### src/shared/svc_defs.vh
// Purpose: constants for the synthesizer calibration sequencer
// Assumes: 25 MHz system clock, byte-wide register port
// Notes:   offsets are 10-bit register addresses
`ifndef SVC_DEFS_VH
`define SVC_DEFS_VH

// sized to the 16-bit timer so cycle products need no truncation
`define SVC_CLK_MHZ          16'h0019
`define SVC_CAL_US           16'h008E
`define SVC_CAL_CYC          (`SVC_CAL_US * `SVC_CLK_MHZ)
`define SVC_SETTLE_US        16'h0038
`define SVC_SETTLE_CYC       (`SVC_SETTLE_US * `SVC_CLK_MHZ)
`define SVC_STEP_US          16'h0002
`define SVC_STEP_CYC         (`SVC_STEP_US * `SVC_CLK_MHZ)

`define SVC_OFF_MOD_CFG      10'h115
`define SVC_OFF_MODE_CTL     10'h11A
`define SVC_OFF_RX_SETTLE    10'h13E
`define SVC_OFF_TX_SETTLE    10'h13F
`define SVC_OFF_CAL_CTL      10'h338
`define SVC_OFF_CAL_DONE     10'h339
`define SVC_OFF_OVR_EN       10'h3CD
`define SVC_OFF_CAL_CFG      10'h3D0
`define SVC_OFF_BAND_OVR     10'h3CB
`define SVC_OFF_AMPL_OVR     10'h3CC
`define SVC_OFF_BAND_RES     10'h3DA
`define SVC_OFF_AMPL_RES     10'h3DB

// field positions
`define SVC_MOD_GAUSS_BIT    4
`define SVC_MOD_OOK_BIT      2
`define SVC_MODE_CUSTOM_BIT  3
`define SVC_CALCTL_EN_BIT    0
`define SVC_DONE_VCO_BIT     0
`define SVC_DONE_LOCK_BIT    1

`define SVC_OVR_BYPASS       8'h03
`define SVC_CFG_BYPASS       8'h0F
`define SVC_RST_BYTE         8'h00
`define SVC_RST_CALCTL       8'h01

// loop bandwidth codes
`define SVC_BW_92            3'h0
`define SVC_BW_130           3'h1
`define SVC_BW_174           3'h2
`define SVC_BW_226           3'h3
`define SVC_BW_305           3'h4
`define SVC_BW_382           3'h5
`define SVC_BW_185           3'h6

// data rate band edges in units of 100 bps
`define SVC_RATE_496         12'd496
`define SVC_RATE_1296        12'd1296
`define SVC_RATE_1792        12'd1792
`define SVC_RATE_2400        12'd2400

`endif

### src/logic/svc_delay_timer.v
// Purpose: loadable down counter marking the end of a timed interval
// Assumes: load and count come from the same clock domain
// Notes:   done pulses one cycle early so a consumer reacting on it moves exactly i_cycles after load
//          loads below two behave as two
`timescale 1ns/1ps
module svc_delay_timer (
  input  wire        i_clk,
  input  wire        i_arst_n,
  input  wire        i_load,
  input  wire [15:0] i_cycles,
  output reg         o_done
);
  reg [15:0] cnt_r;
  reg        run_r;

  always @(posedge i_clk or negedge i_arst_n) begin
    if (!i_arst_n) begin
      cnt_r  <= 16'h0000;
      run_r  <= 1'b0;
      o_done <= 1'b0;
    end else begin
      o_done <= 1'b0;
      if (i_load) begin
        cnt_r <= i_cycles;
        run_r <= 1'b1;
      end else if (run_r) begin
        // the state machine takes one more edge to act on done
        if (cnt_r <= 16'h0002) begin
          run_r  <= 1'b0;
          o_done <= 1'b1;
        end else begin
          cnt_r <= cnt_r - 16'h0001;
        end
      end
    end
  end
endmodule // svc_delay_timer

### src/logic/svc_synth_seq.v
// Function
// RULE_01: state command starts VCO self-calibration
// RULE_02: calibration lasts fixed 142 microseconds
// RULE_03: completion flag readable at 0x339
// RULE_04: default settling delay is 56 microseconds
// RULE_05: custom enable bit selects programmed delays
// RULE_06: receive delay 0x13E, transmit delay 0x13F
// RULE_07: delay 2 to 512 us, 2 us steps
// RULE_08: transmit bandwidth from modulation and rate
// RULE_09: receive always uses 92 kHz bandwidth
// RULE_10: output divider 2 or 4 matches VCO
// RULE_11: gaussian shaping only when enabled, BT 0.5
// RULE_12: host stores band and amplitude results
// RULE_13: host override setup bypasses calibration
// RULE_14: state reported only after all delays
//
// Purpose: synthesizer calibration and settling sequencer
// Assumes: byte register port on the same clock; rate and vco band come from core logic
// Notes:   calibration engine itself is analog; its results arrive on i_cal_band / i_cal_ampl
`timescale 1ns/1ps
`include "svc_defs.vh"
module svc_synth_seq (
  input  wire        i_clk,
  input  wire        i_arst_n,
  input  wire        i_go_receive_cmd,
  input  wire        i_go_transmit_cmd,
  input  wire        i_reg_wr,
  input  wire        i_reg_rd,
  input  wire [9:0]  i_reg_addr,
  input  wire [7:0]  i_reg_wdata,
  input  wire [11:0] i_data_rate,
  input  wire        i_vco_quad,
  input  wire [7:0]  i_cal_band,
  input  wire [7:0]  i_cal_ampl,
  input  wire        i_tx_bit,
  output reg  [7:0]  o_reg_rdata,
  output reg         o_cal_run,
  output reg  [7:0]  o_vco_band,
  output reg  [7:0]  o_vco_ampl,
  output reg  [2:0]  o_loop_bw,
  output reg         o_div4,
  output reg         o_gauss_en,
  output reg         o_tx_bit,
  output reg         o_receive_state,
  output reg         o_transmit_state
);
  localparam ST_IDLE   = 2'd0;
  localparam ST_CAL    = 2'd1;
  localparam ST_SETTLE = 2'd2;
  localparam ST_ON     = 2'd3;

  reg [1:0]  state_r;
  reg [1:0]  state_nxt;
  reg        dir_tx_r;
  reg [7:0]  mod_cfg_r;
  reg [7:0]  mode_ctl_r;
  reg [7:0]  rx_settle_r;
  reg [7:0]  tx_settle_r;
  reg [7:0]  cal_ctl_r;
  reg [7:0]  ovr_en_r;
  reg [7:0]  cal_cfg_r;
  reg [7:0]  band_ovr_r;
  reg [7:0]  ampl_ovr_r;
  reg [7:0]  band_res_r;
  reg [7:0]  ampl_res_r;
  reg        vco_done_r;
  reg        tmr_load;
  reg [15:0] tmr_cycles;
  wire       tmr_done;
  wire       cmd;
  wire       bypass;
  wire [7:0] settle_code;
  wire [15:0] custom_cyc;

  assign cmd = i_go_receive_cmd | i_go_transmit_cmd;
  // bypass needs the full override setup, not just one field
  assign bypass = (ovr_en_r == `SVC_OVR_BYPASS) && (cal_cfg_r == `SVC_CFG_BYPASS); // RULE_13
  assign settle_code = i_go_transmit_cmd ? tx_settle_r : rx_settle_r; // RULE_06
  // code n means (n+1) steps: 0 gives 2 us, 255 gives 512 us
  assign custom_cyc = ({8'h00, settle_code} + 16'h0001) * `SVC_STEP_CYC; // RULE_07

  svc_delay_timer u_tmr (
    .i_clk    (i_clk),
    .i_arst_n (i_arst_n),
    .i_load   (tmr_load),
    .i_cycles (tmr_cycles),
    .o_done   (tmr_done)
  );

  always @* begin
    state_nxt  = state_r;
    tmr_load   = 1'b0;
    tmr_cycles = 16'h0000;
    case (state_r)
      ST_ON, ST_IDLE: begin
        if (cmd) begin
          tmr_load = 1'b1;
          if (bypass || !cal_ctl_r[`SVC_CALCTL_EN_BIT]) begin
            state_nxt = ST_SETTLE;
            if (mode_ctl_r[`SVC_MODE_CUSTOM_BIT]) begin // RULE_05
              tmr_cycles = custom_cyc;
            end else begin
              tmr_cycles = `SVC_SETTLE_CYC; // RULE_04
            end
          end else begin
            state_nxt  = ST_CAL; // RULE_01
            tmr_cycles = `SVC_CAL_CYC; // RULE_02
          end
        end
      end
      ST_CAL: begin
        if (tmr_done) begin
          state_nxt = ST_SETTLE;
          tmr_load  = 1'b1;
          if (mode_ctl_r[`SVC_MODE_CUSTOM_BIT]) begin // RULE_05
            tmr_cycles = ({8'h00, (dir_tx_r ? tx_settle_r : rx_settle_r)} + 16'h0001) * `SVC_STEP_CYC; // RULE_06
          end else begin
            tmr_cycles = `SVC_SETTLE_CYC; // RULE_04
          end
        end
      end
      ST_SETTLE: begin
        if (tmr_done) begin
          state_nxt = ST_ON; // RULE_14
        end
      end
      default: state_nxt = ST_IDLE;
    endcase
  end

  always @(posedge i_clk or negedge i_arst_n) begin
    if (!i_arst_n) begin
      state_r     <= ST_IDLE;
      dir_tx_r    <= 1'b0;
      mod_cfg_r   <= `SVC_RST_BYTE;
      mode_ctl_r  <= `SVC_RST_BYTE;
      rx_settle_r <= `SVC_RST_BYTE;
      tx_settle_r <= `SVC_RST_BYTE;
      cal_ctl_r   <= `SVC_RST_CALCTL;
      ovr_en_r    <= `SVC_RST_BYTE;
      cal_cfg_r   <= `SVC_RST_BYTE;
      band_ovr_r  <= `SVC_RST_BYTE;
      ampl_ovr_r  <= `SVC_RST_BYTE;
      band_res_r  <= `SVC_RST_BYTE;
      ampl_res_r  <= `SVC_RST_BYTE;
      vco_done_r  <= 1'b0;
    end else begin
      state_r <= state_nxt;
      if (cmd && (state_r == ST_IDLE || state_r == ST_ON)) begin
        dir_tx_r <= i_go_transmit_cmd;
      end
      // hardware events win over the start that clears the flag
      if (state_r == ST_CAL && tmr_done) begin
        vco_done_r <= 1'b1; // RULE_03
        band_res_r <= i_cal_band; // RULE_12
        ampl_res_r <= i_cal_ampl; // RULE_12
      end else if (state_nxt == ST_CAL && state_r != ST_CAL) begin
        vco_done_r <= 1'b0;
      end
      if (i_reg_wr) begin
        case (i_reg_addr)
          `SVC_OFF_MOD_CFG:   mod_cfg_r   <= i_reg_wdata;
          `SVC_OFF_MODE_CTL:  mode_ctl_r  <= i_reg_wdata;
          `SVC_OFF_RX_SETTLE: rx_settle_r <= i_reg_wdata;
          `SVC_OFF_TX_SETTLE: tx_settle_r <= i_reg_wdata;
          `SVC_OFF_CAL_CTL:   cal_ctl_r   <= i_reg_wdata;
          `SVC_OFF_OVR_EN:    ovr_en_r    <= i_reg_wdata;
          `SVC_OFF_CAL_CFG:   cal_cfg_r   <= i_reg_wdata;
          `SVC_OFF_BAND_OVR:  band_ovr_r  <= i_reg_wdata;
          `SVC_OFF_AMPL_OVR:  ampl_ovr_r  <= i_reg_wdata;
          default: ;
        endcase
      end
    end
  end

  // outputs, all registered
  always @(posedge i_clk or negedge i_arst_n) begin
    if (!i_arst_n) begin
      o_reg_rdata      <= 8'h00;
      o_cal_run        <= 1'b0;
      o_vco_band       <= 8'h00;
      o_vco_ampl       <= 8'h00;
      o_loop_bw        <= `SVC_BW_92;
      o_div4           <= 1'b0;
      o_gauss_en       <= 1'b0;
      o_tx_bit         <= 1'b0;
      o_receive_state  <= 1'b0;
      o_transmit_state <= 1'b0;
    end else begin
      o_cal_run  <= (state_nxt == ST_CAL);
      o_vco_band <= bypass ? band_ovr_r : band_res_r; // RULE_13
      o_vco_ampl <= bypass ? ampl_ovr_r : ampl_res_r;
      o_div4     <= i_vco_quad; // RULE_10
      // shaping filter is fixed at BT 0.5; only on/off is selectable
      o_gauss_en <= mod_cfg_r[`SVC_MOD_GAUSS_BIT] & ~mod_cfg_r[`SVC_MOD_OOK_BIT]; // RULE_11
      o_tx_bit   <= i_tx_bit;
      o_receive_state  <= (state_nxt == ST_ON) && !dir_tx_r; // RULE_14
      o_transmit_state <= (state_nxt == ST_ON) && dir_tx_r; // RULE_14
      if (cmd && (state_r == ST_IDLE || state_r == ST_ON)) begin
        if (i_go_receive_cmd && !i_go_transmit_cmd) begin
          o_loop_bw <= `SVC_BW_92; // RULE_09
        end else if (mod_cfg_r[`SVC_MOD_OOK_BIT]) begin
          o_loop_bw <= `SVC_BW_185; // RULE_08
        end else if (i_data_rate < `SVC_RATE_496) begin
          o_loop_bw <= `SVC_BW_130; // RULE_08
        end else if (i_data_rate < `SVC_RATE_1296) begin
          o_loop_bw <= `SVC_BW_174;
        end else if (i_data_rate < `SVC_RATE_1792) begin
          o_loop_bw <= `SVC_BW_226;
        end else if (i_data_rate < `SVC_RATE_2400) begin
          o_loop_bw <= `SVC_BW_305;
        end else begin
          o_loop_bw <= `SVC_BW_382;
        end
      end
      o_reg_rdata <= 8'h00;
      if (i_reg_rd) begin
        case (i_reg_addr)
          `SVC_OFF_MOD_CFG:   o_reg_rdata <= mod_cfg_r;
          `SVC_OFF_MODE_CTL:  o_reg_rdata <= mode_ctl_r;
          `SVC_OFF_RX_SETTLE: o_reg_rdata <= rx_settle_r;
          `SVC_OFF_TX_SETTLE: o_reg_rdata <= tx_settle_r;
          `SVC_OFF_CAL_CTL:   o_reg_rdata <= cal_ctl_r;
          `SVC_OFF_CAL_DONE:  o_reg_rdata <= {6'h00, (state_r == ST_ON), vco_done_r}; // RULE_03
          `SVC_OFF_OVR_EN:    o_reg_rdata <= ovr_en_r;
          `SVC_OFF_CAL_CFG:   o_reg_rdata <= cal_cfg_r;
          `SVC_OFF_BAND_OVR:  o_reg_rdata <= band_ovr_r;
          `SVC_OFF_AMPL_OVR:  o_reg_rdata <= ampl_ovr_r;
          `SVC_OFF_BAND_RES:  o_reg_rdata <= band_res_r;
          `SVC_OFF_AMPL_RES:  o_reg_rdata <= ampl_res_r;
          default:            o_reg_rdata <= 8'h00;
        endcase
      end
    end
  end
endmodule // svc_synth_seq

### config.mk
export PLATFORM = sky130hd
export DESIGN_NAME = svc_synth_seq
export DESIGN_NICKNAME = d
export VERILOG_FILES = /design/src/logic/svc_delay_timer.v /design/src/logic/svc_synth_seq.v
export VERILOG_INCLUDE_DIRS = /design/src /design/src/shared
export SDC_FILE = /design/constraint.sdc
export NUM_CORES = 1
export LEC_CHECK = 0
export ABC_AREA = 1
export BUFFER_PORTS_ARGS = -buffer_cell sky130_fd_sc_hd__buf_2
export CAP_MARGIN = 40
export CORE_ASPECT_RATIO = 0.6
export CORE_UTILIZATION = 60
export DETAILED_ROUTE_END_ITERATION = 12
export GPL_TIMING_DRIVEN = 1
export PLACE_DENSITY_LB_ADDON = 0.15
export RECOVER_POWER = 25
export SETUP_SLACK_MARGIN = 0.05
export SYNTH_ARGS = -nofsm -noshare
export SYNTH_HDL_FRONTEND = slang
export SYNTH_SLANG_ARGS = --single-unit
### constraint.sdc
create_clock -name i_clk -period 5.61 [get_ports i_clk]
set_input_delay 0.2805 -clock i_clk [delete_from_list [all_inputs] [get_ports i_clk]]
set_output_delay 0.2805 -clock i_clk [all_outputs]
set_load 0.01 [all_outputs]
======== Word level (Yosys, flattened, before mapping) ========
Index checks and enable logic that the tools add are counted.
word-level totals
  output and inout port bits .............. 33
  logic and storage cells ................. 124
  register bits after elaboration ......... 143
cells by class
  $lt $le $gt $ge ......................... 5
  multiply operators ...................... 2
  eq/ne operators ......................... 21
  multiplexer cells ....................... 37
  add/subtract/negate cells ............... 3
  reductions and logical operators ........ 26
  bitwise logic cells ..................... 3
operators by type and width
  cell                                                                               number
  8-bit one-hot mux with 12 select lines                                             1
  10-bit == test, second input constant                                              8
  16-bit 2-to-1 mux                                                                  5
  15-bit 2-to-1 mux                                                                  3
  10-bit by 9-bit == test with 1-bit output, second input constant                   4
  8-bit 2-to-1 mux                                                                   5
  16-bit one-hot mux with 2 select lines                                             1
  9-bit by 5-bit multiplier with 14-bit output, second input constant                2
  12-bit by 11-bit less-than comparator with 1-bit output, second input constant     2
  2-bit AND reduction                                                                10
  8-bit by 1-bit adder with 9-bit output, second input constant                      2
  16-bit by 2-bit less-or-equal comparator with 1-bit output, second input constant  1
  16-bit by 1-bit subtractor with 16-bit output, second input constant               1
  3-bit 2-to-1 mux                                                                   5
  12-bit less-than comparator, second input constant                                 1
  12-bit by 9-bit less-than comparator with 1-bit output, second input constant      1
  1-bit 2-to-1 mux                                                                   11
  8-bit by 2-bit == test with 1-bit output, second input constant                    1
  8-bit by 4-bit == test with 1-bit output, second input constant                    1
  2-bit 2-to-1 mux                                                                   4
  1-bit logical AND                                                                  7
  2-bit == test, second input constant                                               3
  2-bit one-hot mux with 3 select lines                                              1
  2-bit by 1-bit == test with 1-bit output, second input constant                    2
  11 further kinds                                                                   15

======== Logic depth before layout (Yosys ltp) ========
Gate-level depths: netlist of run 1.
  word-level depth ........................ 10
  depth in mapped cells ................... 27
  depth with buffers taken out ............ 27

======== By module ========
A second synthesis of run 1 with hierarchy kept.
second synthesis, totals
  cell total of the unflattened synthesis .. 1321
  area total of the unflattened synthesis .. 9640.5 µm²
modules (own cells, without submodules)
  module           area each (µm²)  cells an instance  times used
  svc_synth_seq    8333.0           1111               1
  svc_delay_timer  1307.5           210                1

======== Worst setup path before layout of run 1 ========
No wires, ideal clock.
  kind .................................... reg2reg
  start ................................... register dir_tx_r
  end ..................................... register u_tmr.cnt_r[11]
  arrival time ............................ 3.542 ns
  stages on the path, launching flop included .. 23
  slack ................................... 1.952 ns
  clock period less this slack ............ 3.658 ns
  data required time ...................... 5.494 ns
  cells stage by stage .................... dfrtp_1 o21ai_2 inv_1 ha_1 nand3_2 xnor2_1 inv_1 ha_1 ha_1 inv_1 fa_1 inv_1 ha_1 a21oi_1 or2_2 nand3_1 nand2_1 nand3_1 nand2_1 inv_1 nand2_1 nand2_1 nand2_1
between the ends
  cells in the longest elaborated chain, start to end .. 7
RTL lines
  element                                                        RTL line              RTL
  start, declared                                                svc_synth_seq.v:54    reg dir_tx_r;
  start signal, assigned                                         svc_synth_seq.v:150   dir_tx_r <= i_go_transmit_cmd;
  8-bit 2-to-1 mux                                               svc_synth_seq.v:116   tmr_cycles = ({8'h00, (dir_tx_r ? tx_settle_r : rx_settle_r)} + 16'h0001) * `SVC_STEP_CYC;
  8-bit by 1-bit adder with 9-bit output                         svc_synth_seq.v:116
  9-bit by 5-bit multiplier with 14-bit output (no source line)  --
  15-bit 2-to-1 mux                                              svc_synth_seq.v:115   if (mode_ctl_r[`SVC_MODE_CUSTOM_BIT]) begin
  15-bit 2-to-1 mux                                              svc_synth_seq.v:112   if (tmr_done) begin
  16-bit one-hot mux with 2 select lines                         svc_synth_seq.v:94    case (state_r)
  16-bit 2-to-1 mux                                              svc_delay_timer.v:23  if (i_load) begin
  end signal, assigned                                           svc_delay_timer.v:24  cnt_r <= i_cycles;
  end signal, assigned                                           svc_delay_timer.v:32  cnt_r <= cnt_r - 16'h0001;
  end, declared                                                  svc_delay_timer.v:13  reg [15:0] cnt_r;
No other way between the ends.
A chain may end at the register's enable or synchronous reset.

======== Worst setup path after layout of run 1 ========
Same ends and word-level chain as after synthesis.

==> results of run 1 <==
flip-flops by register name, summed over array words and instances (netlist names), 2 cells and up:
name / cells
ampl_ovr_r: 8
ampl_res_r: 8
band_ovr_r: 8
band_res_r: 8
cal_cfg_r: 8
cal_ctl_r: 8
mod_cfg_r: 8
mode_ctl_r: 8
o_loop_bw: 3
o_reg_rdata: 8
o_vco_ampl: 8
o_vco_band: 8
ovr_en_r: 8
rx_settle_r: 8
state_r: 2
tx_settle_r: 8
u_tmr.cnt_r: 16
report_power, final:
part           switching [mW]  leakage, nW  internal (mW)
sequential             0.0378         1.70           1.07
clock                   0.507        0.277          0.625
combinational           0.185         3.48         0.0974
total                   0.730         5.45           1.79
what timing repair did:
item                                   4_1_cts  5_1_grt
setup endpoints to repair                    0        0
endpoints found under the hold margin       84        0
hold buffers                                 3        0
area by class of cell:
class	instances	area [µm²]	area share, %
clock buffers	17	425	4.08
repair buffers	87	480	4.60
multi-input cells	911	4900	47.0
inverters	173	654	6.27
flip-flops and latches	143	3580	34.3
clock inverters	15	149	1.43
well taps	198	248	2.37
synthesized netlist by cell type (9+ instances only):
cell type,number
a21oi_1,25
buf_2,11
clkbuf_1,11
dfrtp_1,142
ha_1,70
inv_1,164
nand2_1,383
nand2_2,9
nand3_1,69
nand4_1,13
nor2_1,99
nor3_1,10
o21ai_0,139
o21ai_1,12
xor2_1,19
per-layer routing:
layer / share of wire [%] / wire length (µm)
met1: 48 / 12700
met3: 13 / 3500
met2: 37 / 9870
met5: 0 / 0
met4: 0.97 / 255
logic make-up (layout without fill, tap and decap cells):
group                      Yosys count  after routing  synth area share, %
and+or+nand+nor                    608            608                 27.7
AOI/OAI and AO/OA                  199            199                 11.5
buffers and inverters              198            292                 8.47
DFF                                143            143                 38.6
adders and majority gates           78             78                 11.2
xor gates and xnor gates            26             26                 2.54
final timing paths:
| path | startpoint | endpoint | slack (ns) | cells past startpoint |
|---|---|---|---|---|
| hold reg to reg | band_ovr_r[7] | band_ovr_r[7] | 0.49 | 2 |
| setup reg to reg | dir_tx_r | u_tmr.cnt_r[11] | 1.16 | 23 |
| hold / removal | i_cal_ampl[6] | ampl_res_r[6] | 0.05 | 3 |
| min in group asynchronous | i_arst_n | o_vco_band[6] | 1.95 | 2 |
| max in group asynchronous | i_arst_n | dir_tx_r | 1.30 | 3 |
| setup / recovery | dir_tx_r | u_tmr.cnt_r[11] | 1.16 | 23 |
worst max-delay path: cells and delay by family (launching register included):
kind	cells	cell delay [ns]
simple gates	14	1.34
xor+xnor	1	0.39
fa+ha+maj	4	1.44
flops	1	0.73
compound gates	1	0.22
buf+inv	3	0.21
==> metrics.csv, run 1 <==
stage,metric,value,unit
global_route,met1 usage,55.3,%
timing,Fin Setup TNS,0,ns
clock_network,post-CTS resize count,0,
detailed_routing,vias per inst,5.69,
timing,period utilization,79.4,%
timing,setup ws final,1.16,ns
global_route,initial antenna violation count,0,
floorplanning,cell row count,34,
logic_synthesis,Post-Synthesis Net Count,1384,
finish,Syn-to-layout area delta,12.7,%
min_path,HP Class,in -> reg,
timing,relative slew slack,-160,%
global_route,number of global-route vias before repair,7889,
place,post-placement cell count,1509,
global_route,largest net degree at the start of global routing,84,
clock_network,htree depth,4,
power,Worst VDD drop,0.000140,V
timing,RSZ-0062 raised after global routing,no,
detailed_routing,TritonRoute pass-1 iters,6,
logic_synthesis,library cells used by synthesis,43,
worst_setup_path,required time worst endpoint,5.93,ns
logic_synthesis,asr flop ratio synth,100,%
logic_synthesis,sequential fraction of the synthesis area,38.6,%
power,Power Dens Cells,241,mW/mm²
floorplanning,Die H,98.3,µm
timing,Setup-failing EPs final,0,
global_route,Overall Global Routing Usage,34.8,%
finish,Finished Cell Area,0.0104,mm²
worst_setup_path,chain of cells forming the critical path,nand2_1 > o21ai_1 > nand2_2 > nor2_4 > nand2_2 > nor2_2 > xor2_1 > ha_1 > ha_1 > inv_1 > fa_1 > inv_1 > ha_1 > nand2_1 > or2_2 > nand3_1 > nand2_1 > nand3_1 > nand2_1 > inv_1 > nand2_1 > nand2_1 > nand2_1,
floorplanning,Die ar.,0.0160,mm²
logic_synthesis,Area contributors post-synth,"dfrtp_1 38%, nand2_1 16%, ha_1 9.5%",
global_route,Global Route met2 Usage,44.3,%
finish,final net count,1465,
floorplanning,chip width,162,µm
timing,Pins Over Slew Limit,84,
clock_network,Clock Tree Buf Depth,2,
global_route,global-route wire length before repair,42.0,mm
logic_synthesis,post-synth top area cell,dfrtp_1,
detailed_routing,final WL,26.3,mm
status,status,finished with violations,
clock_network,CTS Buf Count,17,
timing,min cycle time layout,4.45,ns
place,HPWL after detailed placement,19.7,mm
worst_setup_path,crit path kind,reg -> reg,
clock_network,setup bufs post-CTS,0,
floorplanning,core area,0.0148,mm²
finish,antenna cells,0,
detailed_routing,total number of vias,8782,
worst_setup_path,worst-path fanout max,16,
worst_setup_path,max incr delay on CP,0.73,ns
finish,share of cells above drive strength 1,11.7,%
place,dpl ws,1.34,ns
worst_setup_path,CP dominant cell by count,nand2_1,
detailed_routing,DRC,0,
logic_synthesis,Synth Flop Type,dfrtp_1,
detailed_routing,DR iter-0 viols,1000,
finish,most frequent cells in the layout,"383 x nand2_1, 164 x inv_1, 142 x dfrtp_1, 139 x o21ai_0, 99 x nor2_1",
floorplanning,I/O pin cnt,87,
logic_synthesis,Synth Instances,1252,
global_route,total grt overflow,0,
timing,worst hold slack,0.0461,ns
finish,Fillers,1168,
worst_setup_path,Startpoint Class,flip-flop,
timing,Hold Fails Final Rpt,0,
job,max-cap violations,1,
global_route,GR Layer Usage met3,11.6,%
place,GP Congestion,0.939,
status,failing checks,"max-capacitance violations, max-slew violations",
floorplanning,Initial Util,62.8,%
finish,"most common cell after layout, fill and taps aside",nand2_1,
logic_synthesis,Post-Syn Area,0.00927,mm²
worst_setup_path,CP Capture Type,flip-flop,
logic_synthesis,average size of a mapped cell,7.40,µm²
timing,Worst Skew,0.0112,ns
worst_setup_path,arrival time of the worst setup path,4.77,ns
detailed_routing,Antenna Nets Post-Route,0,
logic_synthesis,number of flops mapped to enable cells by yosys,0,
clock_network,clock tree sinks,143,
finish,"Cell Count, Final, Fillers Out",1544,
logic_synthesis,top cell type's share of synthesized area,38.3,%
clock_network,clock tree from TritonCTS,yes,
power,LEAKAGE,5.45,nW
clock_network,Root Buffer,clkbuf_16,
clock_network,Worst-path clk slew,0.07,ns
logic_synthesis,Yosys reg bits,143,
finish,utilization after layout,70.7,%
worst_setup_path,"Slowest-stage cell, CP",dfrtp_1,
place,area of placed instances,0.00984,mm²
timing,fmax,224,MHz
clock_network,later-pin clock latency in the skew report,0.43,ns
place,port bufs,82,
timing,Worst Tran Pin Value,3.90,ns
logic_synthesis,Yosys Warn Count,0,
power,Power Total,2.52,mW
global_route,gr busiest metal,met1,
detailed_routing,WL/cell,17.1,µm
No activity file was read; power rests on OpenSTA's default activity.
==> run 2, diff against run 1 <==
==> constraint.sdc (replaced) <==
create_clock -name i_clk -period 4.25 [get_ports i_clk]
set_input_delay 0.2125 -clock i_clk [delete_from_list [all_inputs] [get_ports i_clk]]
set_output_delay 0.2125 -clock i_clk [all_outputs]
set_load 0.01 [all_outputs]
==> run 2 against run 1 <==
  * The run still ends with max-capacitance violations, max-slew violations left
  * Wire length is 0.80% higher
  * Critical path depth is 2 lower
  * Flip-flop and latch count stayed put
  * Critical endpoint is now u_tmr.cnt_r[12]
  * Largest power group unchanged
==> metrics.csv, run 2 (synthesized netlist as in run 1, its figures left out) <==
stage,metric,value,unit,change
status,status,finished with violations,,
clock_network,clock tree sinks,143,,unchanged
finish,number of flip-flops in the largest register,16,,unchanged
finish,largest reg by FF count,u_tmr.cnt_r,,
global_route,number of global-route vias before repair,8080,,+2.4%
worst_setup_path,arrival time of the worst setup path,4.34,ns,-0.43 ns
finish,"most common cell after layout, fill and taps aside",nand2_1,,
clock_network,htree depth,4,,unchanged
clock_network,CTS Buf Count,17,,unchanged
detailed_routing,total number of vias,8681,,-1.2%
clock_network,Worst-path clk slew,0.07,ns,about the same
worst_setup_path,chain of cells forming the critical path,buf_4 > o21ai_0 > inv_1 > xor2_2 > ha_1 > ha_1 > inv_1 > fa_1 > inv_1 > ha_1 > nand2_1 > nor2_2 > nand2_1 > nand3_1 > nand2_1 > nand2_1 > nand2_1 > nand3_1 > nand3_1 > nand2_1 > nand2_1,,
worst_setup_path,required time worst endpoint,4.58,ns,-1.35 ns
clock_network,clock tree from TritonCTS,yes,,
power,Power Total,3.37,mW,+34%
floorplanning,core area,0.0148,mm²,unchanged
place,area of placed instances,0.00988,mm²,+0.48%
worst_setup_path,crit path from,dir_tx_r,,
floorplanning,I/O pin cnt,87,,unchanged
global_route,global-route wire length before repair,43.0,mm,+2.3%
finish,Finished Cell Area,0.0107,mm²,+2.3%
worst_setup_path,reg2reg start,dir_tx_r,,
clock_network,later-pin clock latency in the skew report,0.43,ns,about the same
timing,Worst Skew,0.0118,ns,+0.000594 ns
finish,final net count,1482,,+1.2%
timing,period utilization,94.4,%,+15 points
detailed_routing,final WL,26.6,mm,+0.80%
min_path,"Endpoint, Worst Hold",ampl_res_r[6],,
timing,Worst Tran Pin Value,2.95,ns,-0.950 ns
finish,most frequent cells in the layout,"382 x nand2_1, 163 x inv_1, 141 x dfrtp_1, 137 x o21ai_0, 97 x nor2_1",,
global_route,total grt overflow,0,,unchanged
floorplanning,Die ar.,0.0160,mm²,unchanged
worst_setup_path,CP dominant cell by count,nand2_1,,
timing,Hold Fails Final Rpt,0,,unchanged
min_path,hold_sp,i_cal_ampl[6],,
min_path,HP Class,in -> reg,,
floorplanning,chip width,162,µm,unchanged
job,max-cap violations,1,,unchanged
clock_network,Root Buffer,clkbuf_16,,
status,failing checks,"max-capacitance violations, max-slew violations",,
place,HPWL after detailed placement,20.0,mm,+1.3%
timing,fmax,249,MHz,+11%
power,Power Dens Cells,316,mW/mm²,+31%
detailed_routing,TritonRoute pass-1 iters,5,,-1
worst_setup_path,max incr delay on CP,0.50,ns,-0.23 ns
clock_network,Clock Tree Buf Depth,2,,unchanged
detailed_routing,vias per inst,5.56,,-2.2%
timing,Pins Over Slew Limit,69,,-18%
floorplanning,Die H,98.3,µm,unchanged
timing,Setup-failing EPs final,0,,unchanged
finish,utilization after layout,72.3,%,+1.6 points
place,port bufs,82,,unchanged
worst_setup_path,Startpoint Class,flip-flop,,
global_route,initial antenna violation count,0,,unchanged
worst_setup_path,FF-to-FF setup slack,0.24,ns,-0.92 ns
place,GP Congestion,0.972,,+3.4%
timing,min cycle time layout,4.01,ns,-0.442 ns
worst_setup_path,Worst R2R End,u_tmr.cnt_r[12],,
detailed_routing,WL/cell,17.0,µm,-0.30%
global_route,Overall Global Routing Usage,35.4,%,+0.62 points
detailed_routing,DR iter-0 viols,1145,,+14%
finish,Fillers,1163,,-0.43%
worst_setup_path,crit path kind,reg -> reg,,
power,Worst VDD drop,0.000215,V,+54%
detailed_routing,Post-Route M1 WL,12.7,mm,about the same
detailed_routing,routed length on met3,3.67,mm,+4.8%
worst_setup_path,worst-path fanout max,8,,-8
finish,Syn-to-layout area delta,15.2,%,
floorplanning,Initial Util,62.8,%,unchanged
floorplanning,cell row count,34,,unchanged
timing,Fin Setup TNS,0,ns,unchanged
timing,RSZ-0062 raised after global routing,no,,
finish,share of cells above drive strength 1,13.2,%,+1.5 points
detailed_routing,Antenna Nets Post-Route,0,,unchanged
detailed_routing,Top Layer Used,met4,,
detailed_routing,met2 routed WL,10.0,mm,+1.7%
detailed_routing,DRC,0,,unchanged
global_route,largest net degree at the start of global routing,69,,-18%
worst_setup_path,CP Capture Type,flip-flop,,
worst_setup_path,reg2reg path depth,21,,-8.7%
power,LEAKAGE,5.50,nW,+0.88%
timing,relative slew slack,-96.7,%,+63 points
min_path,worst hold stages,3,,unchanged
worst_setup_path,"Slowest-stage cell, CP",fa_1,,
finish,antenna cells,0,,unchanged
run 2: cell types whose count changed in the layout (fill, tap and decap cells not counted), sizes merged:
cell | previous run | this run
clkbuf | 17 | 28
buf | 83 | 84
inv | 179 | 181
clkdlybuf4s25 | 1 | 0
dlygate4sd2 | 0 | 1
dlygate4sd3 | 3 | 8
clkinv | 5 | 3
run 2: final cells by class:
| cell class | instances | area (µm²) | share of cell area [%] |
|---|---|---|---|
| timing repair buffer | 104 | 586 | 5.49 |
| inverter | 173 | 654 | 6.13 |
| tap | 198 | 248 | 2.32 |
| multi-input combinational | 911 | 5020 | 47.0 |
| clock inverter | 15 | 164 | 1.54 |
| clock buffer | 17 | 425 | 3.99 |
| sequential | 143 | 3580 | 33.5 |
run 2: worst max-delay path by stage:
stage / slack (ns) / endpoint / cells after the start
after floorplan: 0.59 / u_tmr.cnt_r[11] / 22
after global placement: 0.24 / u_tmr.cnt_r[12] / 20
after detailed placement: 0.19 / u_tmr.cnt_r[12] / 23
after CTS: 0.14 / u_tmr.cnt_r[13] / 20
after global routing: 0.009 / u_tmr.cnt_r[12] / 24
final: 0.24 / u_tmr.cnt_r[12] / 21
run 2: metal layers:
| layer | vias up | track usage, % |
|---|---|---|
| met4 | 0 | 5.37 |
| met1 | 4024 | 55.9 |
| met3 | 20 | 12.7 |
| met5 | - | 1.82 |
| met2 | 446 | 45.9 |
| li1 | 4191 | - |
run 2: per-stage QoR:
stage / worst slack (ns) / hold slack, ns / std cells
final: 0.237 / 0.00326 / 1561
after CTS: 0.135 / 0.00411 / 1558
after detailed placement: 0.186 / 0.251 / 1518
after global routing: 0.00866 / 0.00517 / 1561
after floorplan: 0.592 / -0.0831 / 1252
after global placement: 0.244 / 0.249 / 1518
run 2: power breakdown:
group	internal [mW]	switching, mW
sequential	1.41	0.0481
combinational	0.142	0.255
clock	0.838	0.685
run 2: critical path, delay by kind of cell, from the launching register on:
kind,cells,cell delay (ns)
fa+ha+maj,4,1.45
simple gates,11,0.91
flops,1,0.47
buf+inv,4,0.46
compound gates,1,0.40
xor+xnor,1,0.21
run 2: timing repair:
action                     in CTS  in global routing
gates resized for setup         0                 30
setup endpoints to repair       0                  7
hold endpoints to repair       72                  0
setup buffers                   0                  3
hold buffers                    8                  0
==> run 3, diff against run 2 <==
--- a/config.mk
+++ b/config.mk
@@ -11,6 +11,7 @@
 export CAP_MARGIN = 40
 export CORE_ASPECT_RATIO = 0.6
 export CORE_UTILIZATION = 60
+export CTS_CLUSTER_SIZE = 14
 export DETAILED_ROUTE_END_ITERATION = 12
 export GPL_TIMING_DRIVEN = 1
 export PLACE_DENSITY_LB_ADDON = 0.15
==> constraint.sdc (replaced) <==
create_clock -name i_clk -period 4.5 [get_ports i_clk]
set_input_delay 0.225 -clock i_clk [delete_from_list [all_inputs] [get_ports i_clk]]
set_output_delay 0.225 -clock i_clk [all_outputs]
set_load 0.01 [all_outputs]
==> run 3 against run 2 <==
  * The run still ends with max-capacitance violations, max-slew violations left
  * Clock-buffer cell count is the same
  * Non-clock buffer count is 7 lower
  * Wire length decreased by 0.69%
  * Flip-flop and latch count is the same
  * Combinational power fell by 9.8%
  * Worst hold slack got worse by 0.0023 ns
  * Worst setup slack improved by 0.11 ns
  * Largest cell class unchanged
  * Largest power group unchanged
==> metrics.csv, run 3 (synthesized netlist as in run 1, its figures left out) <==
stage,metric,value,unit,change
status,failing checks,"max-capacitance violations, max-slew violations",,
finish,final net count,1475,,-0.47%
timing,Fin Setup TNS,0,ns,unchanged
clock_network,Worst-path clk slew,0.07,ns,about the same
detailed_routing,DR iter-0 viols,1132,,-1.1%
power,Power Dens Cells,295,mW/mm²,-6.6%
finish,Syn-to-layout area delta,13.7,%,
clock_network,htree depth,4,,unchanged
floorplanning,Die H,98.3,µm,unchanged
timing,fmax,241,MHz,-3.3%
global_route,total grt overflow,0,,unchanged
timing,Setup-failing EPs final,0,,unchanged
timing,relative slew slack,-87.9,%,+8.8 points
global_route,global-route wire length before repair,42.3,mm,-1.6%
floorplanning,I/O pin cnt,87,,unchanged
place,GP Congestion,0.975,,+0.39%
global_route,Overall Global Routing Usage,35.1,%,-0.30 points
global_route,initial antenna violation count,0,,unchanged
clock_network,Clock Tree Buf Depth,2,,unchanged
detailed_routing,Antenna Nets Post-Route,0,,unchanged
min_path,hold_sp,i_cal_band[0],,
detailed_routing,WL/cell,17.0,µm,-0.25%
min_path,HP Class,in -> reg,,
global_route,largest net degree at the start of global routing,52,,-25%
place,post-placement cell count,1516,,-0.13%
worst_setup_path,Worst R2R End,u_tmr.cnt_r[12],,
global_route,number of global-route vias before repair,7860,,-2.7%
worst_setup_path,reg2reg path depth,20,,-4.8%
worst_setup_path,FF-to-FF setup slack,0.35,ns,+0.11 ns
clock_network,later-pin clock latency in the skew report,0.43,ns,about the same
place,dpl ws,0.417,ns,+0.230 ns
worst_setup_path,crit path kind,reg -> reg,,
floorplanning,core area,0.0148,mm²,unchanged
min_path,worst hold stages,3,,unchanged
floorplanning,Die ar.,0.0160,mm²,unchanged
floorplanning,cell row count,34,,unchanged
clock_network,clock tree from TritonCTS,yes,,
timing,Worst Skew,0.0114,ns,-0.000380 ns
power,Worst VDD drop,0.000223,V,+3.6%
clock_network,setup bufs post-CTS,0,,unchanged
finish,"most common cell after layout, fill and taps aside",nand2_1,,
finish,share of cells above drive strength 1,12.2,%,-0.96 points
timing,Pins Over Slew Limit,51,,-26%
finish,number of flip-flops in the largest register,16,,unchanged
timing,period utilization,92.2,%,-2.2 points
detailed_routing,TritonRoute pass-1 iters,6,,+1
worst_setup_path,reg2reg start,rx_settle_r[0],,
timing,min cycle time layout,4.15,ns,+0.136 ns
finish,"Cell Count, Final, Fillers Out",1554,,-0.45%
finish,largest reg by FF count,u_tmr.cnt_r,,
timing,Worst Tran Pin Value,2.82,ns,-0.132 ns
detailed_routing,total number of vias,8724,,+0.50%
worst_setup_path,arrival time of the worst setup path,4.52,ns,+0.18 ns
worst_setup_path,worst-path fanout max,4,,-4
clock_network,clock tree sinks,143,,unchanged
timing,setup ws final,0.351,ns,+0.114 ns
finish,most frequent cells in the layout,"383 x nand2_1, 164 x inv_1, 142 x dfrtp_1, 138 x o21ai_0, 99 x nor2_1",,
place,area of placed instances,0.00991,mm²,+0.25%
worst_setup_path,CP Capture Type,flip-flop,,
detailed_routing,DRC,0,,unchanged
worst_setup_path,required time worst endpoint,4.87,ns,+0.29 ns
detailed_routing,vias per inst,5.61,,+0.95%
clock_network,CTS Buf Count,17,,unchanged
floorplanning,chip width,162,µm,unchanged
worst_setup_path,Startpoint Class,flip-flop,,
power,LEAKAGE,5.50,nW,about the same
detailed_routing,final WL,26.4,mm,-0.69%
place,HPWL after detailed placement,19.7,mm,-1.2%
timing,RSZ-0062 raised after global routing,no,,
job,max-cap violations,1,,unchanged
clock_network,Root Buffer,clkbuf_16,,
floorplanning,Initial Util,62.8,%,unchanged
status,status,finished with violations,,
min_path,"Endpoint, Worst Hold",band_res_r[0],,
finish,antenna cells,0,,unchanged
timing,Hold Fails Final Rpt,0,,unchanged
finish,Finished Cell Area,0.0105,mm²,-1.3%
place,port bufs,82,,unchanged
==> run 3: changes by cell type in the layout (fill, tap and decap cells not counted), moves of 3 or more <==
cell and delta:
o21ai_2 +3, xor2_1 +3, a21oi_1 +5, xor2_2 -3
ha_1 +5, buf_2 +11, a21oi_2 -5, clkbuf_1 -10
o21ai_4 -3, buf_4 -7, ha_2 -4
==> run 3: per-layer routing <==
| metal | vias to the layer above | global-route usage, % | part of all wire [%] |
|---|---|---|---|
| met5 | - | 2.73 | 0.22 |
| met3 | 29 | 9.69 | 13 |
| met4 | 2 | 7.26 | 1.1 |
| met2 | 473 | 45.5 | 38 |
| met1 | 4034 | 56.6 | 48 |
| li1 | 4186 | - | - |
==> run 3: cell type report <==
cell class / count / area, µm²
fillers: 1186 / 4220
inverters: 173 / 654
clock buffers: 17 / 425
multi-input cells: 911 / 4910
repair buffers: 97 / 577
flip-flops and latches: 143 / 3580
clock inverters: 15 / 141
well taps: 198 / 248
==> run 3: critical path, cell delays in order (launching register included) <==
cell and delay, ns:
dfrtp_1 0.45, inv_1 0.11, o21ai_2 0.28, ha_1 0.26
nand3_1 0.14, xor2_1 0.29, ha_1 0.30, ha_1 0.28
inv_1 0.05, fa_1 0.49, inv_1 0.04, ha_1 0.36
a21oi_1 0.29, nor2_1 0.07, nor2_1 0.14, nand2_1 0.07
nand2_1 0.07, nand3_1 0.19, nand3_1 0.13, nand2_1 0.06
nand2_1 0.05
==> run 3: worst max path at each step <==
stage,startpoint,endpoint,cells past startpoint
floorplan,dir_tx_r,u_tmr.cnt_r[11],22
global placement,i_go_transmit_cmd,u_tmr.cnt_r[12],20
detailed placement,i_go_transmit_cmd,u_tmr.cnt_r[14],23
CTS,dir_tx_r,u_tmr.cnt_r[14],20
global route,rx_settle_r[0],u_tmr.cnt_r[12],20
finish,rx_settle_r[0],u_tmr.cnt_r[12],20
==> run 3: what timing repair did <==
action | 4_1_cts | 5_1_grt
hold buffers | 6 | 0
resized for setup | 0 | 3
hold endpoints to repair | 55 | 0
setup endpoints to repair | 0 | 1
==> run 3: metrics by stage <==
step	power, mW	utilization, %	hold WS (ns)
2_1_floorplan	1.61	-	-0.0706
5_1_grt	3.21	71.4	0.0170
6_report	3.11	71.4	0.000979
3_3_place_gp	1.73	66.7	0.334
4_1_cts	3.10	71.4	0.00281
3_5_place_dp	1.74	67.1	0.202
==> run 3: where the power goes <==
group / internal (mW) / switching (mW) / total [mW]
clock network: 0.734 / 0.647 / 1.38
logic: 0.129 / 0.230 / 0.358
registers: 1.33 / 0.0448 / 1.37
total: 2.19 / 0.922 / 3.11
